===== config.mk =====
export PLATFORM = sky130hd
export DESIGN_NAME = modbus_rtu_slave_frames
export DESIGN_NICKNAME = d
export VERILOG_FILES = /design/src/rtl/modbus_frame_pkg.sv /design/src/rtl/modbus_crc16.sv /design/src/rtl/modbus_rtu_slave_frames.sv
export VERILOG_INCLUDE_DIRS = /design/src /design/src/rtl
export SDC_FILE = /design/constraint.sdc
export NUM_CORES = 1
export LEC_CHECK = 0
export BUFFER_PORTS_ARGS = -buffer_cell sky130_fd_sc_hd__clkbuf_2
export CORE_MARGIN = 5
export CORE_UTILIZATION = 30
export DETAILED_ROUTE_END_ITERATION = 8
export MAX_ROUTING_LAYER = met4
export SETUP_SLACK_MARGIN = 0.5
export SYNTH_ARGS = -nofsm -noshare
export SYNTH_HDL_FRONTEND = slang
export SYNTH_SLANG_ARGS = --single-unit

===== constraint.sdc =====
create_clock -name clk -period 8.4 [get_ports clk]
set_input_delay 0.84 -clock clk [delete_from_list [all_inputs] [get_ports clk]]
set_output_delay 0.84 -clock clk [all_outputs]
set_load 0.05 [all_outputs]

===== src/rtl/modbus_frame_regs.svh =====
// Offsets, codes and timing constants for the RTU slave frame handler
`ifndef MODBUS_FRAME_REGS_SVH
`define MODBUS_FRAME_REGS_SVH
`define FC_READ        8'h03
`define FC_WRITE_NV    8'h06
`define FC_LOOP        8'h08
`define FC_WRITE       8'h41
`define FC_EXC_BIT     8'h80
`define EX_NONE        8'h00
`define EX_ILL_FUNC    8'h01
`define EX_ILL_ADDR    8'h02
`define EX_BAD_FRAME   8'h03
`define EX_SLAVE_PROT  8'h04
`define EX_RANGE       8'h05
`define EX_READ_ONLY   8'h06
`define EX_RUNNING     8'h07
`define EX_PASSWORD    8'h08
`define ADDR_CARRIER   16'h0017
`define ADDR_FAULT0    16'h1300
`define ADDR_FAULT_END 17'h01306
`define ADDR_CMD       16'h7000
`define ADDR_FREQ      16'h7015
`define LOOP_SUB       16'h0000
`define CMD_FWD        16'h0001
`define CMD_COAST      16'h0007
`define FREQ_SRC_COMM  4'h7
`define BCAST_ADDR     8'h00
`define MIN_LEN        4'h3
`define REQ_LEN        4'h8
`define REQ_LEN5       5'h08
`define EXC_LEN        5'h05
`define READ_OVERHEAD  5'h05
`define TURNAROUND_MS  17'h00001
`define CRC_INIT       16'hFFFF
`define CRC_POLY       16'hA001
`define CARRIER_RESET  16'h0000
`endif


===== src/rtl/modbus_frame_pkg.sv =====
// Types shared by the RTU slave frame handler
package modbus_frame_pkg;
    typedef enum logic [2:0] {ST_RX, ST_DECODE, ST_NVWAIT, ST_DELAY, ST_SEND} state_t;
    typedef enum logic [1:0] {RP_ECHO, RP_READ, RP_EXC} reply_t;
endpackage


===== src/rtl/modbus_crc16.sv =====
// Byte-serial CRC-16 engine, one byte per cycle
`timescale 1ns/1ps
`include "modbus_frame_regs.svh"
module modbus_crc16 (
    input  wire logic        clk,
    input  wire logic        reset,
    input  wire logic        ce,
    input  wire logic        restart,   // Next byte starts a new frame
    input  wire logic        en,        // Fold data into the sum
    input  wire logic [7:0]  data,
    output logic      [15:0] crc_q,
    output logic      [15:0] crc_d      // Sum including data
);
    // Reflected polynomial, eight shifts per byte
    always_comb begin
        logic [15:0] c;
        c = restart ? `CRC_INIT : crc_q;
        c = c ^ {8'h00, data};
        for (int i = 0; i < 8; i++) begin
            c = c[0] ? ((c >> 1) ^ `CRC_POLY) : (c >> 1);
        end
        crc_d = c;
    end

    // Running sum register
    always_ff @(posedge clk) begin
        if (reset) begin
            crc_q <= `CRC_INIT;
        end else if (ce && en) begin
            crc_q <= crc_d;
        end
    end
endmodule


===== src/rtl/modbus_rtu_slave_frames.sv =====
// RTU slave frame handler: receive, qualify, execute, reply
`timescale 1ns/1ps
`include "modbus_frame_regs.svh"
module modbus_rtu_slave_frames import modbus_frame_pkg::*; (
    input  wire logic        clk,
    input  wire logic        reset,
    input  wire logic        ce,
    input  wire logic        rx_valid,
    input  wire logic [7:0]  rx_data,
    input  wire logic        rx_from_keypad,
    input  wire logic        ms_tick,
    input  wire logic [7:0]  slave_address,
    input  wire logic [3:0]  eof_gap_ms,
    input  wire logic [3:0]  fault_gap_ms,
    input  wire logic [15:0] comm_timeout_setting,
    input  wire logic [15:0] response_delay_setting,
    input  wire logic [3:0]  main_frequency_source_select,
    input  wire logic [95:0] fault_info,
    input  wire logic        drive_running,
    input  wire logic        nv_done,
    input  wire logic        nv_fail,
    input  wire logic        tx_ready,
    output logic             tx_valid_q,
    output logic      [7:0]  tx_data_q,
    output logic             nv_store_q,
    output logic      [15:0] nv_addr_q,
    output logic      [15:0] nv_data_q,
    output logic      [15:0] carrier_frequency_q,
    output logic      [15:0] drive_control_command_q,
    output logic             cmd_strobe_q,
    output logic      [15:0] comm_set_frequency_q,
    output logic             comm_freq_in_use_q,
    output logic             comm_timeout_q,
    output logic             rx_gap_fault_q
);
    state_t      st_q;                      // Frame handler state
    reply_t      kind_q;                    // Reply shape
    logic [7:0]  buf_q [0:7];               // Request bytes
    logic [3:0]  cnt_q;                     // Bytes seen, stops at nine
    logic [3:0]  gap_q;                     // Idle ms since last byte
    logic        bad_q;                     // Inner gap seen
    logic        keypad_q;                  // Any byte from keypad
    logic [4:0]  len_q;                     // Reply length
    logic [4:0]  idx_q;                     // Reply byte on the line
    logic [7:0]  exc_q;                     // Exception code
    logic [16:0] dly_q;                     // Reply delay in ms
    logic [15:0] to_cnt_q;                  // Ms since last valid frame
    logic [15:0] rx_crc, rx_crc_d, tx_crc, tx_crc_d;
    logic [7:0]  func, nb;
    logic [15:0] reg_addr, reg_val;
    logic        legal, bcast, crc_ok, len_ok, known, valid, fault_rng;
    logic        eof, gap_fault, hs, last;
    logic [7:0]  exc_d;
    logic [16:0] dly_lim;

    assign func     = buf_q[1];
    assign reg_addr = {buf_q[2], buf_q[3]};
    assign reg_val  = {buf_q[4], buf_q[5]};
    assign hs       = tx_valid_q && tx_ready;
    assign last     = idx_q == len_q - 5'h01;
    assign dly_lim  = {1'b0, response_delay_setting} + `TURNAROUND_MS;

    // Frame end after long idle, fault on inner idle
    assign eof = st_q == ST_RX && !rx_valid && ms_tick && cnt_q != 4'h0
              && ({1'b0, gap_q} + 5'h01) >= {1'b0, eof_gap_ms};
    assign gap_fault = st_q == ST_RX && rx_valid && cnt_q != 4'h0
                    && gap_q >= fault_gap_ms;

    // Residue of zero over data plus CRC means a good frame
    modbus_crc16 u_rx_crc (
        .clk     (clk),
        .reset   (reset),
        .ce      (ce),
        .restart (cnt_q == 4'h0),
        .en      (st_q == ST_RX && rx_valid),
        .data    (rx_data),
        .crc_q   (rx_crc),
        .crc_d   (rx_crc_d)
    );

    // Reply CRC folds every byte before the two check bytes
    modbus_crc16 u_tx_crc (
        .clk     (clk),
        .reset   (reset),
        .ce      (ce),
        .restart (idx_q == 5'h00),
        .en      (hs && idx_q < len_q - 5'h02),
        .data    (tx_data_q),
        .crc_q   (tx_crc),
        .crc_d   (tx_crc_d)
    );

    // Register read mux; fault block sits on an aligned base
    function automatic logic [15:0] rd_word(input logic [15:0] a);
        if (a == `ADDR_CARRIER) begin
            rd_word = carrier_frequency_q;
        end else begin
            rd_word = fault_info[{a[2:0], 4'h0} +: 16];
        end
    endfunction

    // Qualify the frame and choose the exception code
    always_comb begin
        bcast     = buf_q[0] == `BCAST_ADDR;
        legal     = !keypad_q && (buf_q[0] == slave_address || bcast)
                 && cnt_q >= `MIN_LEN;
        crc_ok    = rx_crc == 16'h0000;
        len_ok    = cnt_q == `REQ_LEN;
        known     = func == `FC_READ || func == `FC_WRITE_NV
                 || func == `FC_LOOP || func == `FC_WRITE;
        valid     = legal && !bad_q && crc_ok && len_ok && known;
        fault_rng = reg_addr >= `ADDR_FAULT0 && {1'b0, reg_addr} < `ADDR_FAULT_END;
        exc_d     = `EX_NONE;
        if (bad_q || !crc_ok || !len_ok) begin
            exc_d = `EX_BAD_FRAME;
        end else begin
            unique case (func)
                `FC_READ: begin
                    if (!((reg_addr == `ADDR_CARRIER && reg_val == 16'h0001)
                        || (fault_rng && reg_val != 16'h0000
                        && ({1'b0, reg_addr} + {1'b0, reg_val}) <= `ADDR_FAULT_END))) begin
                        exc_d = `EX_ILL_ADDR;
                    end
                end
                `FC_WRITE_NV, `FC_WRITE: begin
                    if (func == `FC_WRITE && reg_addr == `ADDR_CMD) begin
                        // Only commands forward run through coast stop exist
                        if (reg_val < `CMD_FWD || reg_val > `CMD_COAST) begin
                            exc_d = `EX_RANGE;
                        end
                    end else if (func == `FC_WRITE && reg_addr == `ADDR_FREQ) begin
                        exc_d = `EX_NONE;
                    end else if (reg_addr == `ADDR_CARRIER) begin
                        exc_d = drive_running ? `EX_RUNNING : `EX_NONE;
                    end else if (fault_rng) begin
                        exc_d = `EX_READ_ONLY;
                    end else begin
                        exc_d = `EX_ILL_ADDR;
                    end
                end
                `FC_LOOP: begin
                    if (reg_addr != `LOOP_SUB) begin
                        exc_d = `EX_ILL_FUNC;
                    end
                end
                default: exc_d = `EX_ILL_FUNC;
            endcase
        end
    end

    // Receive buffer; bytes arriving while busy are dropped
    always_ff @(posedge clk) begin
        if (reset) begin
            cnt_q          <= 4'h0;
            gap_q          <= 4'h0;
            bad_q          <= 1'b0;
            keypad_q       <= 1'b0;
            rx_gap_fault_q <= 1'b0;
            for (int i = 0; i < 8; i++) begin
                buf_q[i] <= 8'h00;
            end
        end else if (ce) begin
            rx_gap_fault_q <= gap_fault;
            if (st_q != ST_RX) begin
                cnt_q    <= 4'h0;
                gap_q    <= 4'h0;
                bad_q    <= 1'b0;
                keypad_q <= 1'b0;
            end else if (rx_valid) begin
                if (cnt_q < `REQ_LEN) begin
                    buf_q[cnt_q[2:0]] <= rx_data;
                end
                if (cnt_q <= `REQ_LEN) begin
                    cnt_q <= cnt_q + 4'h1;
                end
                gap_q    <= 4'h0;
                bad_q    <= bad_q || gap_fault;
                keypad_q <= keypad_q || rx_from_keypad;
            end else if (ms_tick && cnt_q != 4'h0 && gap_q != 4'hF) begin
                gap_q <= gap_q + 4'h1;
            end
        end
    end

    // Main sequence
    always_ff @(posedge clk) begin
        if (reset) begin
            st_q <= ST_RX;
        end else if (ce) begin
            unique case (st_q)
                ST_RX:     if (eof) st_q <= ST_DECODE;
                ST_DECODE: begin
                    if (!legal) begin
                        st_q <= ST_RX;
                    end else if (exc_d == `EX_NONE && func == `FC_WRITE_NV) begin
                        st_q <= ST_NVWAIT;
                    end else begin
                        st_q <= bcast ? ST_RX : ST_DELAY;
                    end
                end
                ST_NVWAIT: if (nv_done) st_q <= bcast ? ST_RX : ST_DELAY;
                ST_DELAY:  if (dly_q >= dly_lim) st_q <= ST_SEND;
                ST_SEND:   if (hs && last) st_q <= ST_RX;
            endcase
        end
    end

    // Reply shape, fixed at decode, turned to exception on store failure
    always_ff @(posedge clk) begin
        if (reset) begin
            kind_q <= RP_ECHO;
            len_q  <= `REQ_LEN5;
            exc_q  <= `EX_NONE;
        end else if (ce) begin
            if (st_q == ST_DECODE) begin
                exc_q <= exc_d;
                if (exc_d != `EX_NONE) begin
                    kind_q <= RP_EXC;
                    len_q  <= `EXC_LEN;
                end else if (func == `FC_READ) begin
                    kind_q <= RP_READ;
                    len_q  <= `READ_OVERHEAD + {reg_val[3:0], 1'b0};
                end else begin
                    kind_q <= RP_ECHO;
                    len_q  <= `REQ_LEN5;
                end
            end else if (st_q == ST_NVWAIT && nv_done && nv_fail) begin
                kind_q <= RP_EXC;
                len_q  <= `EXC_LEN;
                exc_q  <= `EX_SLAVE_PROT;
            end
        end
    end

    // Reply delay counter in ms ticks; the first tick may be partial
    always_ff @(posedge clk) begin
        if (reset) begin
            dly_q <= 17'h00000;
        end else if (ce) begin
            if (st_q != ST_DELAY) begin
                dly_q <= 17'h00000;
            end else if (ms_tick) begin
                dly_q <= dly_q + 17'h00001;
            end
        end
    end

    // Next reply byte; check bytes come from the reply CRC, low first
    always_comb begin
        logic [4:0]  j;
        logic [4:0]  k;
        logic [15:0] w;
        j  = idx_q + 5'h01;
        k  = j - 5'h03;
        w  = rd_word(reg_addr + {12'h000, k[4:1]});
        nb = buf_q[j[2:0]];
        if (j == len_q - 5'h02) begin
            nb = tx_crc_d[7:0];
        end else if (j == len_q - 5'h01) begin
            nb = tx_crc[15:8];
        end else if (kind_q == RP_EXC) begin
            nb = (j == 5'h01) ? (func | `FC_EXC_BIT) : exc_q;
        end else if (kind_q == RP_READ && j == 5'h02) begin
            nb = {reg_val[6:0], 1'b0};
        end else if (kind_q == RP_READ && j > 5'h02) begin
            nb = k[0] ? w[7:0] : w[15:8];
        end
    end

    // Byte stream toward the UART
    always_ff @(posedge clk) begin
        if (reset) begin
            tx_valid_q <= 1'b0;
            tx_data_q  <= 8'h00;
            idx_q      <= 5'h00;
        end else if (ce) begin
            if (st_q == ST_DELAY && dly_q >= dly_lim) begin
                tx_valid_q <= 1'b1;
                tx_data_q  <= buf_q[0];
                idx_q      <= 5'h00;
            end else if (hs) begin
                tx_valid_q <= !last;
                tx_data_q  <= nb;
                idx_q      <= last ? 5'h00 : idx_q + 5'h01;
            end
        end
    end

    // Register writes; function 0x41 never touches the store
    always_ff @(posedge clk) begin
        if (reset) begin
            drive_control_command_q <= 16'h0000;
            comm_set_frequency_q    <= 16'h0000;
            carrier_frequency_q     <= `CARRIER_RESET;
            cmd_strobe_q            <= 1'b0;
            comm_freq_in_use_q      <= 1'b0;
        end else if (ce) begin
            cmd_strobe_q       <= 1'b0;
            comm_freq_in_use_q <= main_frequency_source_select == `FREQ_SRC_COMM;
            if (st_q == ST_DECODE && legal && exc_d == `EX_NONE && func == `FC_WRITE) begin
                if (reg_addr == `ADDR_CMD) begin
                    drive_control_command_q <= reg_val;
                    cmd_strobe_q            <= 1'b1;
                end else if (reg_addr == `ADDR_FREQ) begin
                    comm_set_frequency_q <= reg_val;
                end else begin
                    carrier_frequency_q <= reg_val;
                end
            end else if (st_q == ST_NVWAIT && nv_done && !nv_fail) begin
                carrier_frequency_q <= nv_data_q;
            end
        end
    end

    // Nonvolatile store request, held until the store answers
    always_ff @(posedge clk) begin
        if (reset) begin
            nv_store_q <= 1'b0;
            nv_addr_q  <= 16'h0000;
            nv_data_q  <= 16'h0000;
        end else if (ce) begin
            if (st_q == ST_DECODE && legal && exc_d == `EX_NONE
                && func == `FC_WRITE_NV) begin
                nv_store_q <= 1'b1;
                nv_addr_q  <= reg_addr;
                nv_data_q  <= reg_val;
            end else if (nv_done) begin
                nv_store_q <= 1'b0;
            end
        end
    end

    // Silence watchdog between valid frames
    always_ff @(posedge clk) begin
        if (reset) begin
            to_cnt_q       <= 16'h0000;
            comm_timeout_q <= 1'b0;
        end else if (ce) begin
            if (st_q == ST_DECODE && valid) begin
                to_cnt_q <= 16'h0000;
            end else if (ms_tick && to_cnt_q != 16'hFFFF) begin
                to_cnt_q <= to_cnt_q + 16'h0001;
            end
            comm_timeout_q <= comm_timeout_setting != 16'h0000
                           && to_cnt_q > comm_timeout_setting;
        end
    end

    property p_exc_len;
        @(posedge clk) disable iff (reset)
        (ce && st_q == ST_DECODE && legal && exc_d != `EX_NONE) |=> len_q == `EXC_LEN;
    endproperty
    a_exc_len: assert property (p_exc_len) else $error("exception reply not five bytes");

    property p_exc_func;
        @(posedge clk) disable iff (reset)
        (kind_q == RP_EXC && tx_valid_q && idx_q == 5'h01) |-> tx_data_q == (func | `FC_EXC_BIT);
    endproperty
    a_exc_func: assert property (p_exc_func) else $error("exception function bit missing");

    property p_read_len;
        @(posedge clk) disable iff (reset)
        (ce && st_q == ST_DECODE && legal && exc_d == `EX_NONE && func == `FC_READ)
        |=> len_q == 5'(reg_val * 2 + 5);
    endproperty
    a_read_len: assert property (p_read_len) else $error("read reply length wrong");

    property p_echo;
        @(posedge clk) disable iff (reset)
        (kind_q == RP_ECHO && tx_valid_q && idx_q < 5'h06) |-> tx_data_q == buf_q[idx_q[2:0]];
    endproperty
    a_echo: assert property (p_echo) else $error("echo byte differs");

    property p_ignore;
        @(posedge clk) disable iff (reset)
        (ce && st_q == ST_DECODE && (!legal || bcast)) |=> st_q != ST_DELAY;
    endproperty
    a_ignore: assert property (p_ignore) else $error("reply to ignored frame");

    property p_delay;
        @(posedge clk) disable iff (reset)
        $rose(tx_valid_q) |-> $past(dly_q) >= $past(dly_lim);
    endproperty
    a_delay: assert property (p_delay) else $error("reply sent too early");

    property p_timeout_off;
        @(posedge clk) disable iff (reset)
        (ce && comm_timeout_setting == 16'h0000) |=> !comm_timeout_q;
    endproperty
    a_timeout_off: assert property (p_timeout_off) else $error("timeout with check off");

    property p_cmd;
        @(posedge clk) disable iff (reset)
        cmd_strobe_q |-> $past(func) == `FC_WRITE && drive_control_command_q == $past(reg_val);
    endproperty
    a_cmd: assert property (p_cmd) else $error("command strobe without write");

    property p_nv;
        @(posedge clk) disable iff (reset)
        $rose(nv_store_q) |-> $past(st_q) == ST_DECODE && $past(func) == `FC_WRITE_NV;
    endproperty
    a_nv: assert property (p_nv) else $error("store request without function 0x06");
endmodule


==> results of run 1 <==
[cell type report]
| cell class | count | share of cell area |
|---|---|---|
| diodes | 2 | 0.000261 |
| well taps | 688 | 0.0449 |
| clock inverters | 18 | 0.0102 |
| flip-flops and latches | 251 | 0.295 |
| clock buffers | 42 | 0.0491 |
| inverters | 59 | 0.0115 |
| multi-input cells | 1361 | 0.513 |
| repair buffers | 279 | 0.0755 |
[kinds of logic after synthesis]
family / after synthesis
adder cells (fa/ha/maj): 83
multiplexers: 110
XOR/XNOR: 148
AND/OR/NAND/NOR: 669
buffers and inverters: 146
AO/OA/AOI/OAI: 351
flip-flops: 251
[final timing paths]
path / startpoint / end / slack (ps) / depth (start not counted)
worst max-delay path: idx_q[0] / tx_data_q[4] / 2700 / 17
worst min-delay path: exc_q[1] / exc_q[1] / 460 / 2
worst max register to register: idx_q[0] / tx_data_q[4] / 2700 / 17
worst min register to register: exc_q[1] / exc_q[1] / 460 / 2
[critical path, delay by kind of cell (launching register included)]
kind / cells / cell delay [ps]
compound gates: 5 / 1900
xor+xnor: 3 / 550
fa+ha+maj: 2 / 830
buf+inv: 4 / 1010
flops: 1 / 350
simple gates: 3 / 1000
[report_power, final]
group          leakage [uW]  total [uW]  switching, uW  internal (uW)
Sequential          0.00217        1300           37.9           1260
Combinational       0.00537         288            162            125
Clock              0.000550        1480            583            897
Total               0.00809        3060            783           2280
[layer usage]
layer	track usage	wire length (um)	part of all wire	up-vias
met5	-	0	0	-
met4	0.0631	1860	0.033	0
met3	0.0342	3280	0.059	113
met2	0.307	26900	0.48	503
met1	0.238	23500	0.42	6968
li1	-	-	-	6892
[Yosys cell counts, types with 6 or more instances]
master / instances
nand2b_1: 16
nor2b_1: 17
a41o_1: 16
nand4_1: 25
dfxtp_1: 187
mux2i_1: 73
clkbuf_1: 68
ha_1: 81
nand3_1: 48
a22oi_1: 6
inv_1: 58
mux4_2: 34
a21oi_1: 89
a2111oi_0: 8
nand3b_1: 8
nor3_1: 39
and3_1: 31
a22o_1: 8
o21ai_0: 64
o211ai_1: 26
nor4b_1: 11
buf_1: 14
xnor2_1: 87
a31oi_1: 7
a221oi_1: 8
nor2_1: 202
a21o_1: 17
nor4_1: 27
a211o_1: 6
a211oi_1: 14
or2_2: 11
and2_1: 83
o21a_1: 7
or3_1: 15
a32oi_1: 16
nand2_1: 104
xor2_1: 59
edfxtp_1: 64
[flip-flops by register name, summed over array words and instances, names as in the netlist, 3 cells and up]
name                     count
carrier_frequency_q         16
len_q                        5
nv_data_q                   16
buf_q                       64
cnt_q                        4
idx_q                        5
st_q                         3
dly_q                       17
gap_q                        4
u_rx_crc.crc_q              16
to_cnt_q                    16
drive_control_command_q     16
u_tx_crc.crc_q              16
nv_addr_q                   16
tx_data_q                    8
comm_set_frequency_q        16
exc_q                        3
[metrics by stage]
step | area (sq um) | total power [uW] | setup WS, ps | utilization
6_report | 19200 | 3060 | 2700 | 0.364
5_1_grt | 19200 | 3180 | 2340 | 0.364
4_1_cts | 19200 | 3100 | 2730 | 0.364
3_5_place_dp | 18000 | 1610 | 2730 | 0.342
3_3_place_gp | 18000 | 1600 | 2890 | 0.342
2_1_floorplan | 16100 | 1490 | 2450 | -
[placed cells by master, fill, tap and decap left out, drive strengths merged, types with 29 or more instances in the layout]
cell / instances
dfxtp: 187
clkbuf: 300
a21oi: 90
and2: 83
xor2: 59
nor4: 29
o21ai: 65
and3: 31
nor3: 39
inv: 64
xnor2: 87
nor2: 202
mux2i: 73
ha: 81
mux4: 34
edfxtp: 64
nand3: 48
nand2: 104
==> results.py, run 1 <==
metrics = {
    "outcome": {
        "outcome": "complete, no violations",
    },
    "drt": {
        "firstDrtPassIters": 6,
        "wire_per_inst_um": 20.6,
        "drc": 0,
        "vias_per_cell": 5.36,
        "ant_nets": 0,
        "first_iter_violations": 1179,
        "vias": 14500,
        "finalWirelength_um": 55500,
    },
    "die": {
        "fp.dieArea_sq_um": 58300,
        "rows": 84,
        "start_util": 0.304,
        "die_w_um": 241,
        "dieHeight_um": 241,
        "ios": 260,
        "core_area_sq_um": 52800,
    },
    "synth": {
        "ys_warn_count": 0,
        "post_synth_main_area_contributors": "dfxtp_1, edfxtp_1, ha_1, mux4_2, xnor2_1",
        "ys_seq_area_frac": 0.353,
        "yosysTopAreaCell": "dfxtp_1",
        "synth_xor_area_frac": 0.0825,
        "syn_inst": 1758,
        "synthMuxAreaShare": 0.0953,
        "yosysTopAreaCellShare": 0.233,
        "synth_area_sq_um": 16100,
        "synthArstFlopShare": 0,
        "synth-simple-area-share": 0.216,
        "synth_top_family_by_area": "simple AND/OR/NAND/NOR gates",
        "syn_area_per_cell_sq_um": 9.14,
        "syn-num-nets": 2007,
        "ys.flop_type": "dfxtp_1",
        "synth_seq_cells": 251,
        "synth_edf_count": 64,
        "yosysUniqueCellTypes": 89,
        "synth_compound_area_frac": 0.153,
        "synth_fa_ha_area_frac": 0.0656,
    },
    "layout": {
        "finalNonFillerCells": 2700,
        "n_fill_cell": 5321,
        "seq_area_sq_um": 5670,
        "syn_to_final_growth_pct": 19.5,
        "multiInputGateArea_sq_um": 9840,
        "drive_above_1_share": 0.202,
        "fin_nets": 2235,
    },
    "clock_tree": {
        "clock-root-buffer": "clkbuf_16",
        "insertion_delay_ps": 540,
        "numCtsBuffers": 34,
        "post_cts_buffers": 0,
        "ctsHoldBuffers": 0,
        "clock_path_buffers": 3,
        "tritoncts": "yes",
        "post_cts_resized": 0,
        "h-tree-depth": 2,
        "clock_sinks": 251,
        "clk_pin_slew_ps": 60,
    },
    "timing": {
        "rsz0062_at_grt": "false",
        "period_share": 0.678,
        "relSlewSlack": 0.189,
        "skew_ps": 23.7,
        "fin_crit_ps": 5700,
        "finalSetupViolCount": 0,
        "fin_tns_setup_ps": 0,
        "drv_slew": 0,
        "fmax_ghz": 0.176,
        "hold_viol": 0,
        "worst_slew_pin_slew_ps": 1210,
        "fin_hold_ws_ps": 457,
    },
    "global_route": {
        "grt_pass1_wl_um": 84000,
        "grt.total_usage": 0.189,
        "grt-ovfl-total": 0,
        "antenna_found_initial": 2,
        "grt_pass1_vias": 14200,
        "grt_max_degree": 76,
    },
    "critical_path": {
        "cp.arrival_ps": 6180,
        "cp_common_cell": "buf_4",
        "crit_chain": "buf_4 -> ha_1 -> xor2_1 -> buf_4 -> xnor2_1 -> inv_1 -> fa_1 -> xor2_2 -> buf_4 -> nor4b_1 -> o2111ai_1 -> or4_1 -> a2111oi_4 -> a222oi_1 -> a211o_1 -> a2111o_1 -> nand4_1",
        "crit_path_max_incr_delay_ps": 800,
        "critical_path_class": "reg2reg",
        "worstSetupStartpointType": "register",
        "end_kind": "register",
        "slowest_stage": "a2111oi_4",
        "required_ps": 8880,
        "path_max_fanout": 32,
    },
    "power": {
        "p_leak_uw": 0.00809,
        "power.density_nw_per_um2": 160,
        "peakVddDrop_mv": 0.121,
    },
    "flow_run": {
        "drv_cap": 0,
    },
    "worst_hold_path": {
        "hp-class": "reg2reg",
    },
    "place": {
        "place_hpwl_um": 41300,
        "place_inst": 2638,
        "gp_congestion": 0.962,
        "numPortBuffers": 259,
    },
}
No activity file was read; power rests on OpenSTA's default activity.
==> inputs of run 2 (changes only) <==
- clock period: 8.4 -> 4.8 ns (I/O delays scaled with it)
==> results.py, run 2 (same netlist as run 1, synthesis figures left out) <==
metrics = {
    "power": {
        "switching_power_uw": 1360,
        "sw_frac_of_total": 0.257,
        "power.density_nw_per_um2": 272,
        "comb_power_share": 0.099,
        "p_leak_uw": 0.00824,
        "power.internal_uw": 3940,
        "pwr-share-seq": 0.426,
        "peakVddDrop_mv": 0.237,
        "clockPowerShare": 0.475,
    },
    "layout": {
        "drive_above_1_share": 0.220,
        "final_cell_mix": "clkbuf_2, nor2_1, dfxtp_1",
        "layout_commonest_cell": "clkbuf_2",
        "largest_register_ffs": 64,
        "syn_to_final_growth_pct": 21.3,
        "top_register": "buf_q",
        "finalNonFillerCells": 2724,
        "fin_nets": 2260,
        "reg_top3": "buf_q (64), dly_q (17)",
    },
    "die": {
        "start_util": 0.304,
        "fp.dieArea_sq_um": 58300,
        "core_area_sq_um": 52800,
        "rows": 84,
        "ios": 260,
        "dieHeight_um": 241,
        "die_w_um": 241,
    },
    "drt": {
        "finalWirelength_um": 56000,
        "vias_per_cell": 5.41,
        "ant_nets": 0,
        "drc": 0,
        "wire_per_inst_um": 20.6,
        "vias": 14700,
        "firstDrtPassIters": 6,
        "first_iter_violations": 1163,
    },
    "timing": {
        "drv_slew": 0,
        "fin_tns_setup_ps": 0,
        "hold_viol": 0,
        "fmax_ghz": 0.244,
        "worst_slew_pin_slew_ps": 1190,
        "skew_ps": 33.9,
        "fin_ws_ps": 704,
        "rsz0062_at_grt": "false",
        "finalSetupViolCount": 0,
        "relSlewSlack": 0.201,
        "period_share": 0.853,
        "fin_crit_ps": 4100,
    },
    "global_route": {
        "grt_max_degree": 58,
        "antenna_found_initial": 1,
        "grt_pass1_vias": 14300,
        "grt_pass1_wl_um": 84800,
        "grt-ovfl-total": 0,
        "grt.total_usage": 0.189,
    },
    "clock_tree": {
        "h-tree-depth": 1,
        "insertion_delay_ps": 590,
        "clock_path_buffers": 3,
        "clock-root-buffer": "clkbuf_16",
        "numCtsBuffers": 31,
        "clock_sinks": 251,
        "clk_pin_slew_ps": 70,
        "ctsHoldBuffers": 0,
        "tritoncts": "yes",
    },
    "outcome": {
        "outcome": "complete, no violations",
    },
    "critical_path": {
        "end_kind": "register",
        "required_ps": 5230,
        "path_max_fanout": 9,
        "worstSetupStartpointType": "register",
        "cp.arrival_ps": 4520,
        "critical_path_class": "reg2reg",
    },
    "place": {
        "place_inst": 2653,
        "post-place-ws_ps": 362,
        "numPortBuffers": 259,
        "place_hpwl_um": 41900,
        "gp_congestion": 0.958,
    },
    "worst_hold_path": {
        "hp-class": "in2reg",
    },
    "flow_run": {
        "drv_cap": 0,
    },
}
## run 2: cell types whose count changed in the layout (fill, tap and decap cells not counted), moves of 3 or more
cell / change
buf_4: +25
clkbuf_16: -3
dfxtp_1: -4
ha_1: -3
inv_6: -3
## run 2: per-layer routing
layer / track usage / share of wire / vias to the layer above / routed length (um)
met5: - / 0 / - / 0
met4: 0.0727 / 0.042 / 0 / 2380
met3: 0.0283 / 0.061 / 130 / 3440
met2: 0.308 / 0.48 / 513 / 26800
met1: 0.238 / 0.42 / 7141 / 23400
li1: - / - / 6955 / -
## run 2: worst max-delay path: stages (launching register included)
cell       delay (ps)
dfxtp_4           420
ha_4              210
xor2_4            210
xnor2_1           190
inv_1             100
fa_2              410
xor2_4            190
nor4b_2           250
o2111ai_1         150
or4_4             550
a2111oi_4         240
buf_4             190
buf_4             150
buf_4             120
nor2b_1           150
o31ai_1            90
a31oi_1           220
o32ai_1           100
## run 2: power by group through the flow
stage          clock network [uW]  registers, uW  logic, uW
4_1_cts                      2560           2250        522
2_1_floorplan                   0           2270        332
5_1_grt                      2650           2260        574
6_report                     2520           2260        525
3_3_place_gp                    0           2300        509
3_5_place_dp                    0           2300        519
## run 2: area by class of cell
cell class              count  area, sq um
diodes                      1         2.50
clock inverters            17          214
fillers                  5304        33300
well taps                 688          861
clock buffers              40          881
inverters                  59          234
flip-flops and latches    251         5680
repair buffers            307         1680
multi-input cells        1361         9940
## run 2: path summary, 6_finish.rpt
kind         slack (ps)       endpoint  depth (start not counted)            from
min                 260       keypad_q                          3  rx_from_keypad
min reg2reg         460  nv_addr_q[12]                          1   nv_addr_q[12]
max reg2reg         700   tx_data_q[5]                         17        idx_q[0]
max                 700   tx_data_q[5]                         17        idx_q[0]
## run 2: what timing repair did
action,in CTS,in global routing
gates cloned,0,2
endpoints found under the setup margin,6,57
setup buffers,0,11
pin swaps,0,9
resized for setup,1,14
## run 2: metrics by stage
step	total power, uW	hold WS (ps)	utilization	instance area, sq um
after global routing	5480	239	0.369	19500
final	5300	264	0.369	19500
after detailed placement	2820	444	0.346	18300
after CTS	5340	233	0.367	19300
after global placement	2810	441	0.346	18300
after floorplan	2600	432	-	16200
==> inputs of run 3 (changes only) <==
- BUFFER_PORTS_ARGS: -buffer_cell sky130_fd_sc_hd__clkbuf_2 -> -buffer_cell sky130_fd_sc_hd__buf_2
- PLACE_DENSITY: default -> 0.46
==> results.py, run 3 (same netlist as run 1, synthesis figures left out) <==
metrics = {
    "worst_hold_path": {
        "hp-start": "reset",
        "holdPathStages": 2,
        "hp-class": "in2reg",
    },
    "clock_tree": {
        "clk_pin_slew_ps": 60,
        "numCtsBuffers": 31,
        "clock-root-buffer": "clkbuf_16",
        "insertion_delay_ps": 600,
        "tritoncts": "yes",
        "clock_sinks": 251,
        "clock_path_buffers": 3,
        "h-tree-depth": 1,
    },
    "timing": {
        "finalSetupViolCount": 0,
        "fmax_ghz": 0.243,
        "hold_viol": 0,
        "fin_ws_ps": 684,
        "worst_slew_pin_slew_ps": 1070,
        "drv_slew": 0,
        "skew_ps": 12.3,
        "period_share": 0.857,
        "fin_tns_setup_ps": 0,
        "fin_hold_ws_ps": 262,
        "fin_crit_ps": 4120,
        "relSlewSlack": 0.283,
        "rsz0062_at_grt": "true",
    },
    "layout": {
        "layout_commonest_cell": "buf_2",
        "final_cell_mix": "buf_2, nor2_1, dfxtp_1",
        "seq_area_sq_um": 5670,
        "syn_to_final_growth_pct": 21.7,
        "reg_top3": "buf_q (64), dly_q (17)",
        "fin_nets": 2258,
        "drive_above_1_share": 0.218,
        "top_register": "buf_q",
        "multiInputGateArea_sq_um": 9940,
        "final_cell_area_sq_um": 19500,
        "n_fill_cell": 5361,
        "largest_register_ffs": 64,
    },
    "critical_path": {
        "reg2reg_slack_ps": 680,
        "ff2ff_path_depth": 15,
        "required_ps": 5280,
        "cp.arrival_ps": 4590,
        "critical_path_class": "reg2reg",
        "path_max_fanout": 9,
        "end_kind": "register",
        "worstSetupStartpointType": "register",
        "r2r_end": "tx_data_q[0]",
        "endpoint": "tx_data_q[0]",
        "crit_start": "idx_q[1]",
        "reg2reg_from": "idx_q[1]",
    },
    "drt": {
        "vias_per_cell": 5.27,
        "finalWirelength_um": 58200,
        "firstDrtPassIters": 7,
        "first_iter_violations": 975,
        "vias": 14400,
        "ant_nets": 0,
        "wire_per_inst_um": 21.4,
        "drc": 0,
    },
    "die": {
        "start_util": 0.304,
        "core_area_sq_um": 52800,
        "die_w_um": 241,
        "fp.dieArea_sq_um": 58300,
        "rows": 84,
        "dieHeight_um": 241,
        "ios": 260,
    },
    "global_route": {
        "grt_max_degree": 84,
        "grt-ovfl-total": 0,
        "antenna_found_initial": 2,
        "gr-max-usage-layer": "met2",
        "grt_pass1_wl_um": 85600,
        "grt_pass1_vias": 14000,
        "grt.total_usage": 0.195,
        "gr-usage-met1": 0.257,
        "met2_usage": 0.317,
        "grt_use_met3": 0.0249,
    },
    "place": {
        "place_hpwl_um": 43200,
        "gp_congestion": 0.894,
        "placed_area_sq_um": 18300,
        "numPortBuffers": 259,
        "post-place-ws_ps": 347,
    },
    "flow_run": {
        "drv_cap": 0,
    },
    "power": {
        "peakVddDrop_mv": 0.289,
        "power.density_nw_per_um2": 277,
        "p_leak_uw": 0.00832,
    },
    "outcome": {
        "outcome": "complete, no violations",
    },
}
## run 3: cell count changes in the layout (fill, tap and decap cells not counted), sizes merged
cell / previous run / this run
clkbuf: 298 / 40
buf: 49 / 305
clkinv: 7 / 10
bufinv: 4 / 6
clkinvlp: 3 / 1
inv: 62 / 60
diode: 1 / 2
## run 3: cell type report
cell class | instances | area share
clock buffer | 40 | 0.0456
inverter | 59 | 0.0120
clock inverter | 18 | 0.0136
antenna | 2 | 0.000256
timing repair buffer | 305 | 0.0855
tap | 688 | 0.0440
sequential | 251 | 0.290
multi-input combinational | 1361 | 0.509
## run 3: where the power goes
group / leakage [uW] / total (uW) / internal [uW] / switching (uW)
sequential: 0.00218 / 2260 / 2200 / 59.2
clock: 0.000569 / 2630 / 1640 / 991
combinational: 0.00557 / 525 / 223 / 302
total: 0.00832 / 5410 / 4060 / 1350
## run 3: how the worst min path moves through the flow
stage | endpoint | slack (ps)
global route | keypad_q | 260
detailed placement | nv_addr_q[8] | 440
finish | comm_freq_in_use_q | 260
global placement | nv_addr_q[5] | 440
floorplan | exc_q[1] | 430
CTS | comm_freq_in_use_q | 240
## run 3: what timing repair did
item,4_1_cts,5_1_grt
cloned,0,1
setup buffers,2,5
pin swaps,0,1
gates resized for setup,2,7
hold buffers,0,0
endpoints found under the setup margin,5,29
## run 3: through the flow
stage | utilization | instances | total power [uW]
floorplan | - | 1758 | 2600
global placement | 0.346 | 2656 | 2820
detailed placement | 0.346 | 2656 | 2830
CTS | 0.369 | 2716 | 5490
global route | 0.370 | 2724 | 5610
finish | 0.370 | 2724 | 5410
## run 3: layer usage
layer	vias up	wire (um)
li1	6960	-
met1	6914	25600
met2	387	27900
met3	102	2960
met4	0	1820
met5	-	0
## run 3: worst max-delay path, cell delays in order, from the launching register on
cell       delay (ps)
dfxtp_4           410
inv_1             110
ha_1              220
or2_2             310
ha_2              190
inv_1              70
fa_2              440
nor4b_2           270
o2111ai_1         140
or4_4             540
a2111oi_4         300
buf_6             210
a21oi_1            50
nor4b_1           310
nor4_1             80
a2111oi_1         330
